$ cat src/acc_load_consts.svh
// Constants for the accumulator-load execution block
`ifndef ACC_LOAD_CONSTS_SVH
`define ACC_LOAD_CONSTS_SVH

`define INSTR_W             10
`define NIB_W               4
`define OP_RAM_PREFIX       6'h2c
`define OP_RAM_PREFIX_MSB   9
`define OP_RAM_PREFIX_LSB   4
`define OP_CLOCK_CTRL       10'h252
`define OP_PULLUP_ZERO      10'h257
`define OP_PULLUP_ONE       10'h25e
`define NIB_RESET           4'h0

`endif

$ cat src/acc_load_pkg.sv
// Types for the accumulator-load execution block
`include "acc_load_consts.svh"

package acc_load_pkg;

  typedef logic [`NIB_W-1:0]   nibble_type;
  typedef logic [`INSTR_W-1:0] instr_type;

  typedef enum logic [2:0] {
    OP_NONE       = 3'h0,
    OP_RAM        = 3'h1,
    OP_CLOCK_CTRL = 3'h3,
    OP_PULLUP0    = 3'h2,
    OP_PULLUP1    = 3'h6
  } op_type;

  typedef struct packed {
    nibble_type ram_word;
    nibble_type row_reg;
    nibble_type clock_control_reg;
    nibble_type pullup_ctrl_zero;
    nibble_type pullup_ctrl_one;
  } sources_type;

  typedef struct packed {
    logic       acc_we;
    nibble_type acc_data;
    logic       row_we;
    nibble_type row_data;
    logic       carry_we;
    logic       skip;
    logic       done;
  } state_type;

endpackage : acc_load_pkg

$ cat src/accumulator_load_instr.sv
// Execution of the accumulator-load instruction group
// Overview of operation
// - The RAM load instruction copies the RAM word at the data pointer into the accumulator.
// - The RAM load instruction also replaces the row register with its XOR against the 4-bit immediate.
// - The clock-control read (opcode 0x252) copies the clock control register into the accumulator.
// - The first pull-up read (opcode 0x257) copies the first pull-up control register into the accumulator.
// - The second pull-up read (opcode 0x25e) copies the second pull-up control register into the accumulator.
`timescale 1ns/1ps
`include "acc_load_consts.svh"

module accumulator_load_instr
  import acc_load_pkg::*;
(
  input  wire logic        i_clk,
  input  wire logic        i_reset,
  input  wire logic        i_instr_valid,
  input  wire instr_type   i_instr,
  input  wire sources_type i_src,
  output logic             o_acc_we,
  output nibble_type       o_acc_data,
  output logic             o_row_we,
  output nibble_type       o_row_data,
  output logic             o_carry_we,
  output logic             o_skip,
  output logic             o_done
);

  state_type state_r;
  state_type state_nxt;
  op_type    op;

  // Opcode decode
  function automatic op_type decode_op(input instr_type instr);
    if (instr[`OP_RAM_PREFIX_MSB:`OP_RAM_PREFIX_LSB] == `OP_RAM_PREFIX) begin
      decode_op = OP_RAM;
    end else if (instr == `OP_CLOCK_CTRL) begin
      decode_op = OP_CLOCK_CTRL;
    end else if (instr == `OP_PULLUP_ZERO) begin
      decode_op = OP_PULLUP0;
    end else if (instr == `OP_PULLUP_ONE) begin
      decode_op = OP_PULLUP1;
    end else begin
      decode_op = OP_NONE;
    end
  endfunction : decode_op

  always_comb begin
    op = i_instr_valid ? decode_op(i_instr) : OP_NONE;
    state_nxt          = state_r;
    state_nxt.acc_we   = 1'b0;
    state_nxt.row_we   = 1'b0;
    state_nxt.carry_we = 1'b0;
    state_nxt.skip     = 1'b0;
    state_nxt.done     = 1'b0;
    case (op)
      OP_RAM: begin
        state_nxt.acc_we   = 1'b1;
        state_nxt.acc_data = i_src.ram_word;
        state_nxt.row_we   = 1'b1;
        state_nxt.row_data = i_src.row_reg ^ i_instr[`NIB_W-1:0];
        state_nxt.done     = 1'b1;
      end
      OP_CLOCK_CTRL: begin
        state_nxt.acc_we   = 1'b1;
        state_nxt.acc_data = i_src.clock_control_reg;
        state_nxt.done     = 1'b1;
      end
      OP_PULLUP0: begin
        state_nxt.acc_we   = 1'b1;
        state_nxt.acc_data = i_src.pullup_ctrl_zero;
        state_nxt.done     = 1'b1;
      end
      OP_PULLUP1: begin
        state_nxt.acc_we   = 1'b1;
        state_nxt.acc_data = i_src.pullup_ctrl_one;
        state_nxt.done     = 1'b1;
      end
      default: begin
        state_nxt.done = 1'b0;
      end
    endcase
  end

  always_ff @(posedge i_clk) begin
    if (i_reset) begin
      state_r <= '{acc_we:   1'b0,
                   acc_data: `NIB_RESET,
                   row_we:   1'b0,
                   row_data: `NIB_RESET,
                   carry_we: 1'b0,
                   skip:     1'b0,
                   done:     1'b0};
    end else begin
      state_r <= state_nxt;
    end
  end

  assign o_acc_we   = state_r.acc_we;
  assign o_acc_data = state_r.acc_data;
  assign o_row_we   = state_r.row_we;
  assign o_row_data = state_r.row_data;
  assign o_carry_we = state_r.carry_we;
  assign o_skip     = state_r.skip;
  assign o_done     = state_r.done;
endmodule : accumulator_load_instr

$ cat config.mk
export PLATFORM = sky130hd
export DESIGN_NAME = accumulator_load_instr
export DESIGN_NICKNAME = d
export VERILOG_FILES = /design/src/acc_load_pkg.sv /design/src/accumulator_load_instr.sv
export VERILOG_INCLUDE_DIRS = /design/src /design/src/src
export SDC_FILE = /design/constraint.sdc
export NUM_CORES = 1
export LEC_CHECK = 0
export BUFFER_PORTS_ARGS = -buffer_cell sky130_fd_sc_hd__buf_2
export CAP_MARGIN = 10
export CELL_PAD_IN_SITES_DETAIL_PLACEMENT = 1
export CELL_PAD_IN_SITES_GLOBAL_PLACEMENT = 2
export CORE_MARGIN = 10
export CORE_UTILIZATION = 19
export DETAILED_ROUTE_END_ITERATION = 10
export GPL_TIMING_DRIVEN = 0
export PLACE_DENSITY_LB_ADDON = 0.1
export SKIP_LAST_GASP = 1
export SLEW_MARGIN = 30
export SYNTH_ARGS = -nofsm -noshare
export SYNTH_HDL_FRONTEND = slang
export SYNTH_SLANG_ARGS = --single-unit
$ cat constraint.sdc
create_clock -name i_clk -period 1.65 [get_ports i_clk]
set_input_delay 0.33 -clock i_clk [delete_from_list [all_inputs] [get_ports i_clk]]
set_output_delay 0.33 -clock i_clk [all_outputs]
set_load 0.05 [all_outputs]
==> impl_metrics.yaml <==
outcome:
  outcome: "finished clean"
pwr:
  powerDensity_nw_per_um2: 550
  peakVddDrop_v: 0.000141
  power.leakage_nw: 0.404
  power_mw: 0.534
timing:
  rsz0062_at_grt: "false"
  relSlewSlack_pct: 59.4
  worst_pin_slew_ns: 0.603
  setup_viol: 0
  holdWs_ns: 0.357
  finalClockSkew_ns: 0
  drv_slew: 0
  post-route-min-period_ns: 1.53
  finalHoldViolCount: 0
  finalCritPeriodShare_pct: 92.8
  timing.fmax_mhz: 653
  tns_ns: 0
critical_path:
  cp_slowest_cell: "or4b_4"
  cp_top_family: "simple AND/OR/NAND/NOR gates"
  arrival_ns: 1.72
  crit_start: "i_instr[0]"
  path_cells: "buf_2 > or4b_4 > nor4b_4 > a221oi_1 > a211oi_2"
  crit_path_end_kind: "register"
  endpoint: "o_acc_data[0]"
  worstSetupPathType: "input pin to register"
  cpPeakStageDelay_ns: 0.54
  rr_endpoint: "o_acc_data[1]"
  r2r_setup_slack_ns: 0.88
  crit_required_ns: 1.84
  cp_max_fo: 4
  worstReg2RegStart: "o_acc_data[1]"
  crit_buf_inv: 1
  rr_worst_depth: 2
  cp.depth: 5
  startpoint_type: "input pin"
layout:
  nFillCells: 432
  area_growth_pct: 44.8
  num_antenna_cells: 0
  drive_above_1_share_pct: 51.3
  regArea_um2: 200
  nets: 152
  fin_util_pct: 28.9
  multi_input_area_um2: 430
cts:
  insertion_delay_ns: 0.27
  cts_max_path_buffers: 2
  cts.sinks: 10
  post-cts-setup-buffer-count: 0
  cts_root_buffer: "clkbuf_4"
  numCtsBuffers: 3
  htree_levels: 1
  path_clk_slew_ns: 0.06
  tritoncts: "yes"
logic_synthesis:
  syn_area_um2: 671
  synth_top_cell_by_area: "dfxtp_1"
  ys_ff_latch: 10
  synth-async-reset-ratio_pct: 0
  synth_area_leaders: "dfxtp_1 (30%), nand3b_1 (11%), a211oi_1 (9.0%)"
  yosysTopAreaCellShare_pct: 29.9
  synth_ff_type: "dfxtp_1"
  postSynthCellCount: 71
  synthTopCellsByCount: "dfxtp_1 (10), nand3b_1 (10), a211oi_1 (8)"
  synth-edff-count: 0
  synth_seq_area_share_pct: 29.9
  avgSynthCellArea_um2: 9.45
  synthDistinctLibCells: 25
  yosys_warnings: 0
place:
  port-buffer-count: 42
  dp_hpwl_um: 2050
  gp_congestion: 0.683
global_routing:
  grt_usage_pct: 8.10
  antenna_found_initial: 0
  grt_pass1_vias: 834
  grt_remaining_overflow: 0
  grt_max_degree: 11
  grt_pass1_wl_um: 4020
flow_run:
  max-cap-violations: 0
routing:
  routed_wl_um: 2500
  routedWlPerCell_um: 15.3
  via_count: 731
  vias_per_cell: 4.48
  drt_iter0_drc: 6
  drcViolationCount: 0
  ant_nets: 0
  dr.pass1.iters: 4
floorplan:
  dieArea_um2: 6310
  rows: 21
  num_io_pins: 46
  die_h_um: 79.4
  fp.dieW_um: 79.4
  start_util_pct: 19.9
  core_area_um2: 3360
hold_path:
  min_path_type: "input pin to register"
==> repair_timing <==
item,in CTS,in global routing
gates resized for setup,0,2
endpoints found under the setup margin,0,5
hold buffers,0,0
==> metrics by stage <==
step / worst slack, ns / instance area [µm²] / std cells
3_5_place_dp: -0.219 / 942 / 160
4_1_cts: 0.0525 / 965 / 163
3_3_place_gp: -0.201 / 942 / 160
2_1_floorplan: 0.108 / 674 / 72
6_report: 0.118 / 971 / 163
5_1_grt: 0.0260 / 971 / 163
==> state kept, by name, indices dropped and copies added (netlist names) <==
name / count
o_acc_data: 4
o_acc_we: 1
o_row_data: 4
o_row_we: 1
==> cells in the final DEF, fill, tap and decap left out, types with 2 or more instances in the layout <==
cell       count
clkbuf_4       3
dfxtp_1       10
buf_2         46
buf_4          3
a211oi_1       8
nor3_2         2
a221oi_1       4
nand3b_1      10
a211oi_2       4
nor2_1         5
xnor2_1        4
conb_1         2
a2111oi_0      3
==> worst min-delay path by stage <==
stage / cells past startpoint / slack, ns / startpoint / endpoint
after detailed placement: 2 / 0.49 / o_row_data[0] / o_row_data[0]
final: 3 / 0.36 / i_src[12] / o_row_data[0]
after global routing: 3 / 0.36 / i_src[15] / o_row_data[3]
after floorplan: 2 / 0.51 / i_instr_valid / o_row_we
after global placement: 2 / 0.49 / o_row_data[3] / o_row_data[3]
after CTS: 3 / 0.35 / i_src[12] / o_row_data[0]
==> kinds of logic after synthesis <==
kind of cell / count (synthesis) / share of synthesized area [%]
buf+inv: 9 / 7.46
other cells: 1 / 0.559
flops: 10 / 29.9
simple gates: 24 / 26.9
xor+xnor: 5 / 6.53
compound gates: 22 / 28.7
==> layout make-up <==
type | count | share of cell area (%)
Tap cell | 46 | 5.93
Sequential cell | 10 | 20.6
Buffer | 8 | 4.77
Multi-Input combinational cell | 53 | 44.3
Inverter | 1 | 0.387
Timing Repair Buffer | 42 | 21.6
Clock buffer | 3 | 2.32
==> where the power goes <==
part | leakage, nW | switching [mW] | internal [mW]
Clock | 0.0138 | 0.0842 | 0.0844
Combinational | 0.310 | 0.0671 | 0.0544
Sequential | 0.0806 | 0.000801 | 0.243
Total | 0.404 | 0.152 | 0.382
==> metal layers <==
metal	vias up	GRT usage (%)	share of wire (%)
li1	370	-	-
met2	32	13.0	43
met3	5	3.49	9.0
met5	-	0	0
met4	0	4.84	2.6
met1	324	8.68	45
==> tightest hold or removal path, stage by stage <==
cell and delay, ns:
buf_2 0.09, xnor2_1 0.10, a211oi_1 0.06
Note: power is estimated with default switching activity, not from simulation.
